File: config.mk
export PLATFORM = sky130hd
export DESIGN_NAME = link_output_config
export DESIGN_NICKNAME = d
export VERILOG_FILES = /design/src/link_output_config.v
export VERILOG_INCLUDE_DIRS = /design/src
export SDC_FILE = /design/constraint.sdc
export NUM_CORES = 1
export LEC_CHECK = 0
export ABC_AREA = 1
export ABC_CLOCK_PERIOD_IN_PS = 5700
export BUFFER_PORTS_ARGS = -buffer_cell sky130_fd_sc_hd__buf_2
export CAP_MARGIN = 30
export CORE_MARGIN = 1.5
export CORE_UTILIZATION = 35
export DETAILED_ROUTE_END_ITERATION = 8
export PLACE_DENSITY = 0.61
export SLEW_MARGIN = 20
export SYNTH_ARGS = -nofsm -noshare
export SYNTH_HDL_FRONTEND = slang
export SYNTH_SLANG_ARGS = --single-unit
export TNS_END_PERCENT = 30
File: constraint.sdc
create_clock -name i_ref_clk -period 5.7 [get_ports i_ref_clk]
set_clock_uncertainty 0.05 [all_clocks]
set_input_delay 0 -clock i_ref_clk [delete_from_list [all_inputs] [get_ports i_ref_clk]]
set_output_delay 0 -clock i_ref_clk [all_outputs]
set_load 0.02 [all_outputs]
File: src/link_config_defines.vh
// offsets, field positions, write mask and timing figures of the link config
`ifndef LINK_CONFIG_DEFINES_VH
`define LINK_CONFIG_DEFINES_VH

// ==========================================================================
// register byte addresses
`define LOC_OFF          8'h00
`define CTRL_OFF         8'h04
`define STAT_OFF         8'h08

// ==========================================================================
// link_output_config fields
`define RATE_LSB         0
`define RATE_MSB         7
`define HOST_SPD_LSB     8
`define HOST_SPD_MSB     10
`define RX_SPD_LSB       11
`define RX_SPD_MSB       13
`define RSV_LO_BIT       14
`define FIRST_TYPE_BIT   15
`define LAST_TYPE_BIT    29
`define AUTO_SEND_BIT    30
`define RSV_HI_BIT       31
`define LOC_WR_MASK      32'h7FFFBFFF
`define NUM_TYPES        15
`define QUAT_TYPE        4'h8

// ==========================================================================
// control fields (write one to act)
`define CTRL_COMMIT_BIT  0
`define CTRL_POLL_BIT    1

// ==========================================================================
// rate law: freq = (280/255)*code + 20 Hz
`define RATE_NUM         280
`define RATE_DEN         255
`define RATE_BASE_HZ     20
`define CLK_HZ_DEFAULT   20000000

// ==========================================================================
// serial speeds in baud
`define BAUD_9600        18'd9600
`define BAUD_14400       18'd14400
`define BAUD_19200       18'd19200
`define BAUD_38400       18'd38400
`define BAUD_57600       18'd57600
`define BAUD_115200      18'd115200
`define SPD_115200_CODE  3'h5

`endif

File: src/link_output_config.v
// communication configuration register with broadcast and baud schedulers
//
// Design decision made here: the APB interface to the registers.
`timescale 1ns/10ps
`include "link_config_defines.vh"

module link_output_config #(
    parameter CLK_HZ = `CLK_HZ_DEFAULT,
    parameter AW     = 8
) (
    input  wire          i_ref_clk,
    input  wire          i_rst_b,
    input  wire          i_psel,
    input  wire          i_penable,
    input  wire          i_pwrite,
    input  wire [AW-1:0] i_paddr,
    input  wire [31:0]   i_pwdata,
    output reg  [31:0]   o_prdata,
    output wire          o_pready,
    output wire          o_pslverr,
    input  wire [31:0]   i_stored_config,
    input  wire          i_quat_estimation_on,
    input  wire          i_pkt_ready,
    output reg           o_pkt_valid,
    output reg  [3:0]    o_pkt_type,
    output reg           o_pkt_data_valid,
    output reg           o_commit_strobe,
    output reg  [31:0]   o_commit_word,
    output reg  [2:0]    o_host_speed_code,
    output reg  [2:0]    o_receiver_speed_code,
    output reg           o_host_baud_tick,
    output reg           o_receiver_baud_tick,
    output reg           o_rate_tick
);

    // ======================================================================
    // constants
    localparam [2:0]  ST_LOAD  = 3'b001;
    localparam [2:0]  ST_IDLE  = 3'b010;
    localparam [2:0]  ST_SEND  = 3'b100;
    localparam [33:0] RATE_THR = 34'd255 * CLK_HZ;
    localparam [31:0] CLK_W    = CLK_HZ;
    localparam [31:0] RATE_K_W = `RATE_NUM;
    localparam [31:0] RATE_B_W = `RATE_BASE_HZ * `RATE_DEN;
    localparam [25:0] BAUD_THR = CLK_W[25:0];
    localparam [16:0] RATE_K   = RATE_K_W[16:0];
    localparam [16:0] RATE_B   = RATE_B_W[16:0];

    // ======================================================================
    // functions
    // baud for a speed code, zero when the code is not valid
    function [17:0] baud_of;
        input [2:0] code;
        input       allow_fast;
        begin
            case (code)
                3'h0: baud_of = `BAUD_9600;
                3'h1: baud_of = `BAUD_14400;
                3'h2: baud_of = `BAUD_19200;
                3'h3: baud_of = `BAUD_38400;
                3'h4: baud_of = `BAUD_57600;
                3'h5: baud_of = allow_fast ? `BAUD_115200 : 18'h00000;
                default: baud_of = 18'h00000;
            endcase
        end
    endfunction

    // lowest set bit wins, giving the fixed send order
    function [3:0] first_set;
        input [`NUM_TYPES-1:0] mask;
        integer k;
        begin
            first_set = 4'h0;
            for (k = `NUM_TYPES - 1; k >= 0; k = k - 1) begin
                if (mask[k])
                    first_set = k[3:0];
            end
        end
    endfunction

    // ======================================================================
    // registers
    reg [31:0]            loc_cfg;
    reg [2:0]             state;
    reg [`NUM_TYPES-1:0]  pending;
    reg                   tick_pending;
    reg                   poll_pending;
    reg [33:0]            rate_acc;
    reg [25:0]            host_acc;
    reg [25:0]            rx_acc;
    reg [17:0]            host_baud;
    reg [17:0]            rx_baud;

    wire                  wr_en;
    wire                  rd_en;
    wire                  addr_ok;
    wire                  ctrl_wr;
    wire [7:0]            rate_code;
    wire [2:0]            host_code;
    wire [2:0]            rx_code;
    wire [`NUM_TYPES-1:0] type_en;
    wire                  auto_send;
    wire [17:0]           host_req;
    wire [17:0]           rx_req;
    wire [16:0]           rate_inc;
    wire [33:0]           rate_sum;
    wire [25:0]           host_sum;
    wire [25:0]           rx_sum;
    wire [`NUM_TYPES-1:0] next_pending;
    wire [3:0]            next_type;

    // ======================================================================
    // apb slave, zero wait states
    assign o_pready  = 1'b1;
    assign addr_ok   = (i_paddr == `LOC_OFF) || (i_paddr == `CTRL_OFF) ||
                       (i_paddr == `STAT_OFF);
    assign o_pslverr = i_psel & i_penable & ~addr_ok;
    assign wr_en     = i_psel & i_penable & i_pwrite & addr_ok;
    assign rd_en     = i_psel & ~i_penable & ~i_pwrite;
    assign ctrl_wr   = wr_en && (i_paddr == `CTRL_OFF);

    // read data prepared in setup so it is a flop during access
    always @(posedge i_ref_clk or negedge i_rst_b) begin
        if (!i_rst_b) begin
            o_prdata <= 32'h00000000;
        end else if (rd_en) begin
            case (i_paddr)
                `LOC_OFF:  o_prdata <= loc_cfg & `LOC_WR_MASK;
                `STAT_OFF: o_prdata <= {19'h00000, o_pkt_type,
                                        ~state[0], state[2],
                                        rx_code == o_receiver_speed_code,
                                        o_receiver_speed_code,
                                        o_host_speed_code};
                default:   o_prdata <= 32'h00000000;
            endcase
        end
    end

    // ======================================================================
    // configuration word
    // no documented reset value: first clock after release loads the
    // stored image, so a speed never committed is lost at power-up
    always @(posedge i_ref_clk or negedge i_rst_b) begin
        if (!i_rst_b) begin
            loc_cfg <= 32'h00000000;
        end else if (state == ST_LOAD) begin
            loc_cfg <= i_stored_config & `LOC_WR_MASK;
        end else if (wr_en && (i_paddr == `LOC_OFF)) begin
            loc_cfg <= i_pwdata & `LOC_WR_MASK;
        end
    end

    assign rate_code = loc_cfg[`RATE_MSB:`RATE_LSB];
    assign host_code = loc_cfg[`HOST_SPD_MSB:`HOST_SPD_LSB];
    assign rx_code   = loc_cfg[`RX_SPD_MSB:`RX_SPD_LSB];
    assign type_en   = loc_cfg[`LAST_TYPE_BIT:`FIRST_TYPE_BIT];
    assign auto_send = loc_cfg[`AUTO_SEND_BIT];

    // commit hands the live word to the store; the host must already talk
    // at the speed it selected, otherwise this command never arrives
    always @(posedge i_ref_clk or negedge i_rst_b) begin
        if (!i_rst_b) begin
            o_commit_strobe <= 1'b0;
            o_commit_word   <= 32'h00000000;
        end else begin
            o_commit_strobe <= ctrl_wr & i_pwdata[`CTRL_COMMIT_BIT];
            if (ctrl_wr && i_pwdata[`CTRL_COMMIT_BIT])
                o_commit_word <= loc_cfg;
        end
    end

    // ======================================================================
    // serial speed dividers
    // invalid codes keep the last valid speed rather than stop the link
    assign host_req = baud_of(host_code, 1'b0);
    assign rx_req   = baud_of(rx_code, 1'b1);

    always @(posedge i_ref_clk or negedge i_rst_b) begin
        if (!i_rst_b) begin
            host_baud             <= `BAUD_9600;
            rx_baud               <= `BAUD_9600;
            o_host_speed_code     <= 3'h0;
            o_receiver_speed_code <= 3'h0;
        end else begin
            if (host_req != 18'h00000) begin
                host_baud         <= host_req;
                o_host_speed_code <= host_code;
            end
            if (rx_req != 18'h00000) begin
                rx_baud               <= rx_req;
                o_receiver_speed_code <= rx_code;
            end
        end
    end

    // fractional accumulators keep the mean rate exact
    assign host_sum = host_acc + {8'h00, host_baud};
    assign rx_sum   = rx_acc + {8'h00, rx_baud};

    always @(posedge i_ref_clk or negedge i_rst_b) begin
        if (!i_rst_b) begin
            host_acc             <= 26'h0000000;
            rx_acc               <= 26'h0000000;
            o_host_baud_tick     <= 1'b0;
            o_receiver_baud_tick <= 1'b0;
        end else begin
            o_host_baud_tick     <= (host_sum >= BAUD_THR);
            o_receiver_baud_tick <= (rx_sum >= BAUD_THR);
            if (host_sum >= BAUD_THR)
                host_acc <= host_sum - BAUD_THR;
            else
                host_acc <= host_sum;
            if (rx_sum >= BAUD_THR)
                rx_acc <= rx_sum - BAUD_THR;
            else
                rx_acc <= rx_sum;
        end
    end

    // ======================================================================
    // broadcast period
    // adding 280*code+5100 per cycle against clk*255 gives exactly
    // (280/255)*code+20 ticks per second
    assign rate_inc = RATE_K * {9'h000, rate_code} + RATE_B;
    assign rate_sum = rate_acc + {17'h00000, rate_inc};

    always @(posedge i_ref_clk or negedge i_rst_b) begin
        if (!i_rst_b) begin
            rate_acc    <= 34'h000000000;
            o_rate_tick <= 1'b0;
        end else if (!auto_send) begin
            rate_acc    <= 34'h000000000;
            o_rate_tick <= 1'b0;
        end else begin
            o_rate_tick <= (rate_sum >= RATE_THR);
            if (rate_sum >= RATE_THR)
                rate_acc <= rate_sum - RATE_THR;
            else
                rate_acc <= rate_sum;
        end
    end

    // ======================================================================
    // packet scheduler
    // one tick may wait behind a running burst; further ones merge
    assign next_pending = pending & ~({{(`NUM_TYPES-1){1'b0}}, 1'b1}
                                      << o_pkt_type);
    assign next_type    = first_set(next_pending);

    always @(posedge i_ref_clk or negedge i_rst_b) begin
        if (!i_rst_b) begin
            state            <= ST_LOAD;
            pending          <= {`NUM_TYPES{1'b0}};
            tick_pending     <= 1'b0;
            poll_pending     <= 1'b0;
            o_pkt_valid      <= 1'b0;
            o_pkt_type       <= 4'h0;
            o_pkt_data_valid <= 1'b0;
        end else begin
            // set wins over the clear taken when a burst starts
            if (o_rate_tick)
                tick_pending <= 1'b1;
            else if (state == ST_IDLE)
                tick_pending <= 1'b0;
            if (ctrl_wr && i_pwdata[`CTRL_POLL_BIT])
                poll_pending <= 1'b1;
            else if (state == ST_IDLE)
                poll_pending <= 1'b0;
            case (state)
                ST_LOAD: begin
                    state <= ST_IDLE;
                end
                ST_IDLE: begin
                    if (((tick_pending && auto_send) || poll_pending) &&
                        (type_en != {`NUM_TYPES{1'b0}})) begin
                        // enables sampled once per burst
                        pending     <= type_en;
                        o_pkt_type  <= first_set(type_en);
                        o_pkt_valid <= 1'b1;
                        o_pkt_data_valid <= ~((first_set(type_en) ==
                            `QUAT_TYPE) & ~i_quat_estimation_on);
                        state       <= ST_SEND;
                    end
                end
                ST_SEND: begin
                    if (i_pkt_ready) begin
                        pending <= next_pending;
                        if (next_pending == {`NUM_TYPES{1'b0}}) begin
                            o_pkt_valid <= 1'b0;
                            state       <= ST_IDLE;
                        end else begin
                            o_pkt_type  <= next_type;
                            o_pkt_data_valid <= ~((next_type ==
                                `QUAT_TYPE) & ~i_quat_estimation_on);
                        end
                    end
                end
                default: begin
                    state       <= ST_IDLE;
                    o_pkt_valid <= 1'b0;
                end
            endcase
        end
    end

    // types 9..14 are processed mag, accel, gyro and raw mag, accel, gyro

endmodule

# --- After elaboration in Yosys (flattened, before gate mapping) ---
# Cells that the tools add are included.
totals:
  register_bits: 254
  in_bits: 79
  output_inout_bits: 82
  wordCells: 160
op_classes:
  n_addsub: 7
  multipliers: 1
  magnitude_cmp: 3
  eq_ne: 21
  shifts: 1
  mux: 63
  bitwise_logic: 19
  n_reduce_logical: 24
op_table:
  columns: ["op", "n"]
  rows:
  - ["$mux W4", 34]
  - ["$pmux W17 S6", 1]
  - ["$pmux W16 S5", 1]
  - ["$mux W34", 2]
  - ["$mux W32", 2]
  - ["$pmux W31 S2", 1]
  - ["$add A26 B18 Y26", 2]
  - ["$ge A26 B25 Y1 const B", 2]
  - ["$mux W26", 2]
  - ["$sub A26 B25 Y26 const B", 2]
  - ["$reduce_bool A18 Y1", 2]
  - ["$add A34 B17 Y34", 1]
  - ["$ge A34 B33 Y1 const B", 1]
  - ["$sub A34 B33 Y34 const B", 1]
  - ["$mux W15", 2]
  - ["$pmux W15 S2", 1]
  - ["$add A17 B13 Y17 const B", 1]
  - ["$and A15 B15 Y15", 1]
  - ["$eq A3 B2 Y1 const B", 5]
  - ["$logic_not A15 Y1", 1]
  - ["$not A15 Y15", 1]
  - ["$reduce_bool A15 Y1", 1]
  - ["$shl A1 B4 Y15 const A", 1]
  - ["$mul A6 B8 Y14 const A", 1]
  - ["other kinds (23)", 70]

# --- Longest topological paths before layout ---
depth:
  word_depth: 24
  ltp_mapped: 39
  depth_no_buf: 39

# --- Worst setup path after synthesis ---
# No wires, ideal clock.
synth_timing:
  kind: "register to register"
  startpoint: "reg loc_cfg[6]"
  endpoint: "reg rate_acc[30]"
  arrival_time_ns: 5.039
  required_ns: 5.531
  path_slack_ns: 0.491
  path_stages_with_launch: 33
  n_path_buf: 1
  period_less_slack_ns: 5.209
  cell_sequence: "dfrtp_1 ha_1 ha_1 inv_1 fa_1 inv_1 ha_1 a21oi_1 nand3_1 nand2_1 nand2_1 a21oi_1 nor2_1 o21ai_0 xor2_1 nand3_1 xor2_1 ha_1 nand2_1 nand2_1 inv_2 nor2_2 nand2_1 or2_1 nand3_1 nand2_1 nor2_2 nand2_2 a21oi_4 nand3_4 buf_6 a21oi_1 nor2_1"
synth_between:
  elab_chain_len: 6
synth_lines:
  columns: ["item", "line", "source"]
  rows:
  - ["start, declared", "link_output_config.v:83", "reg [31:0] loc_cfg;"]
  - ["start signal, assigned", "link_output_config.v:147", "loc_cfg <= i_stored_config & `LOC_WR_MASK;"]
  - ["start signal, assigned", "link_output_config.v:149", "loc_cfg <= i_pwdata & `LOC_WR_MASK;"]
  - ["$mul A6 B8 Y14 (*)", "link_output_config.v:224", "assign rate_inc = RATE_K * {9'h000, rate_code} + RATE_B;"]
  - ["$add A17 B13 Y17 (*)", "link_output_config.v:224", null]
  - ["$add A34 B17 Y34 (*)", "link_output_config.v:225", "assign rate_sum = rate_acc + {17'h00000, rate_inc};"]
  - ["$sub A34 B33 Y34 / $ge A34 B33 Y1 (equally long branches)", "link_output_config.v:237, link_output_config.v:236", null]
  - ["$mux W34 (*)", "link_output_config.v:236", "if (rate_sum >= RATE_THR)"]
  - ["$mux W34 (*)", "link_output_config.v:231", "end else if (!auto_send) begin"]
  - ["end signal, assigned", "link_output_config.v:237", "rate_acc <= rate_sum - RATE_THR;"]
  - ["end signal, assigned", "link_output_config.v:239", "rate_acc <= rate_sum;"]
  - ["end, declared", "link_output_config.v:88", "reg [33:0] rate_acc;"]
# Mark *: on every way between the ends. The rest lies on a longest branch, timed or not.
# A chain may end at the register's enable or synchronous reset.

# --- Worst setup path after layout ---
layout_timing:
  startpoint: "reg loc_cfg[6]"
  endpoint: "reg rate_acc[24]"
# Same word-level chain as after synthesis.

==> impl_results.md <==
- Portion of the clock cycle consumed by the worst path in the final layout: 95.4%
- Yosys cell types: 55
- Aggregate global-route resource usage: 21.1%
- Synthesis-stage register bit count: 219
- Data required time of the worst path: 6100 ps
- Post-Synthesis Mean Instance Area: 6.86 µm²
- Non-filler cells in the finished layout: 3,113
- Critical path class: reg -> reg
- First-pass GRT wire length: 76.3 mm
- Time the final worst path needs with I/O delays and setup: 5440 ps
- I/O pin total: 161
- Die outline width: 213 µm
- Beginning of the worst register-to-register path: loc_cfg[6]
- Core Box Area: 43,400 µm²
- Vertical die dimension: 213 µm
- Relative area change from synthesis to final layout: 24.7%
- Reg-to-reg slack, setup: 260 ps
- Number of nets in the layout: 2,657
- Synthesized instance count: 2,255
- Worst endpoint data arrival time: 5840 ps
- Pin count of the biggest net entering global routing: 142
- CTS tree: yes
- Detailed-route via count: 15,300
- Detailed Route Iter0 Violations: 1,085
- Remaining max-slew budget at the tightest pin: 39.8%
- Effective utilization at floorplan: 35.7%
- Type of destination of the critical path: register
- Outcome: complete, no violations
- Worst Max-Slew Pin Slew: 896 ps
- Post-route DRC violation count: 0
- YS warnings: 0
- ANT cells: 0
- Final hold vios: 0
- Worst-Skew Late Latency: 560 ps
- Final setup violation count: 0
- Terminus of the critical flop-to-flop path: rate_acc[24]
- Max Buffers Root-to-Sink: 3
- Startpoint kind of the worst setup timing path: register
- Proportion of layout cells with a drive suffix above 1: 16.4%
- Routed Antenna Nets: 0
- Die area: 45,400 µm²
- Hold-critical path depth: 7
- Max-Cap Viols: 0
- Worst-path fanout max: 20
- DR pass1 iterations: 5
- Hold Path End: o_prdata[8]
- Share of async-settable or async-resettable flops after synthesis: 100%
- Input/output buffers: 151
- Final Max Slew Viols: 0
- Post-synthesis sequential area ratio: 35.5%
- Synth top area share: 34.0%
- R2R cell count: 34
- Wire length per cell: 15.3 µm
- Cell type with the largest total area after synthesis: sky130_fd_sc_hd__dfrtp_1
- Dominant synthesized flop cell: sky130_fd_sc_hd__dfrtp_1
- Post-Synthesis Cell Area: 15,500 µm²
- Number of buffers inserted during clock tree synthesis: 28
- Clock tree sinks: 219
- Number of rows created at floorplan: 76
- Ratio of routed vias to standard cells: 4.93
- Top post-synthesis cells by area: sky130_fd_sc_hd__dfrtp_1 (34%), sky130_fd_sc_hd__nand2_1 (18%), sky130_fd_sc_hd__inv_1 (7.2%)
- Clock transition at the registers of the reported paths: 60 ps
- Commonest cells in the synthesized netlist: sky130_fd_sc_hd__nand2_1 (758), sky130_fd_sc_hd__inv_1 (297), sky130_fd_sc_hd__dfrtp_1 (210)
- Weighted congestion at the end of routability-driven global placement: 0.938
- Most repeated cell in the gate-level netlist after synthesis: sky130_fd_sc_hd__nand2_1
- Type of the tightest min-delay check: in -> reg
- Maximum clock frequency: 184 MHz
- # H-tree levels: 1
- Initial antenna violation count: 0
- Detailed-placement wirelength estimate: 35.3 mm
- Cell count after placement: 2,972
- Via count of the first global-routing pass: 15,000
- Cell at the slowest stage of the critical path: sky130_fd_sc_hd__fa_1
- Post-synth EDFFs: 0
- Highest cell delay on the worst timing path: 480 ps
- Grt total ovfl: 0
- Hold Startpoint: i_paddr[6]
- CTS Root Buffer Type: sky130_fd_sc_hd__clkbuf_16
- RSZ-0062 raised after global routing: yes
- Wirelength, routed: 47.7 mm
cells in the final DEF (no fill, tap or decap), types with 31 or more instances in the layout:
master	n
sky130_fd_sc_hd__xor2_1	36
sky130_fd_sc_hd__o211ai_1	33
sky130_fd_sc_hd__buf_2	150
sky130_fd_sc_hd__nand3_1	166
sky130_fd_sc_hd__ha_1	55
sky130_fd_sc_hd__nand2_2	37
sky130_fd_sc_hd__dlygate4sd3_1	70
sky130_fd_sc_hd__dfrtp_1	209
sky130_fd_sc_hd__nand2_1	730
sky130_fd_sc_hd__a21oi_1	64
sky130_fd_sc_hd__nor2_1	155
sky130_fd_sc_hd__inv_1	295
sky130_fd_sc_hd__buf_4	45
sky130_fd_sc_hd__o21ai_0	134
sky130_fd_sc_hd__clkbuf_16	31
worst max path at each step:
stage | from | end | slack [ps] | cells after the start
floorplan | loc_cfg[6] | rate_acc[30] | 490 | 32
global placement | loc_cfg[6] | rate_acc[9] | 70 | 35
global route | loc_cfg[2] | rate_acc[30] | -80 | 32
detailed placement | loc_cfg[6] | rate_acc[18] | -30 | 36
finish | loc_cfg[6] | rate_acc[24] | 260 | 34
CTS | loc_cfg[6] | rate_acc[18] | 40 | 33
sequential cells by signal, summed over array words and instances (netlist names), 3 cells and up:
name,flops
pending,15
loc_cfg,30
host_baud,10
rate_acc,32
rx_acc,20
host_acc,20
o_commit_word,30
o_receiver_speed_code,3
o_prdata,30
rx_baud,11
state,3
o_host_speed_code,3
o_pkt_type,4
through the flow:
step / cell area, µm² / utilization (%) / setup WS, ps / TNS [ps] / hold slack (ps)
2_1_floorplan: 15500 / - / 491 / 0 / -346
3_3_place_gp: 17000 / 39.2 / 68.7 / 0 / -10.6
3_5_place_dp: 17000 / 39.2 / -28.8 / -89.4 / -13.8
4_1_cts: 18700 / 43.1 / 36.8 / 0 / 47.5
5_1_grt: 19300 / 44.5 / -81.9 / -1370 / 114
6_report: 19300 / 44.5 / 263 / 0 / 75.3
per-layer routing:
metal,wire length (µm),GRT usage (%),up-vias
li1,-,-,7707
met1,22800,29.2,7227
met2,21800,34.6,345
met3,2210,2.97,67
met4,968,4.95,0
met5,0,0,-
cells by family (layout without fill, tap and decap cells):
| logic type | after synthesis | in the layout | share of synthesized area (%) |
|---|---|---|---|
| AO/OA/AOI/OAI | 313 | 313 | 11.6 |
| XOR/XNOR | 66 | 66 | 3.98 |
| adder cells (fa/ha/maj) | 72 | 72 | 6.17 |
| buffers and inverters | 370 | 639 | 9.53 |
| flip-flops | 219 | 219 | 35.5 |
| other | 2 | 6 | 0.0486 |
| AND/OR/NAND/NOR | 1213 | 1213 | 33.1 |
final cells by class:
class | count | area, µm²
Clock buffer | 39 | 803
Clock inverter | 13 | 155
Fill cell | 4479 | 24100
Inverter | 312 | 1170
Multi-Input combinational cell | 1670 | 8950
Sequential cell | 219 | 5490
Tap cell | 585 | 732
Timing Repair Buffer | 275 | 1980
worst max-delay path: cells and delay by family, from the launching register on:
kind	cells	cell delay, ps
AOI/OAI and AO/OA	4	620
xor gates and xnor gates	2	390
adders and majority gates	5	1530
buffers and inverters	5	550
DFF	1	420
and+or+nand+nor	18	1780
repair_timing:
item	CTS	global route
setup buffers	1	14
gates cloned	0	3
setup endpoints to repair	15	27
gates resized for setup	3	96
hold buffers	71	0
pin swaps	3	28
endpoints found under the hold margin	140	0
Power is not shown: default switching activity piles up to over one toggle a cycle in this logic, so the estimate is an artifact.
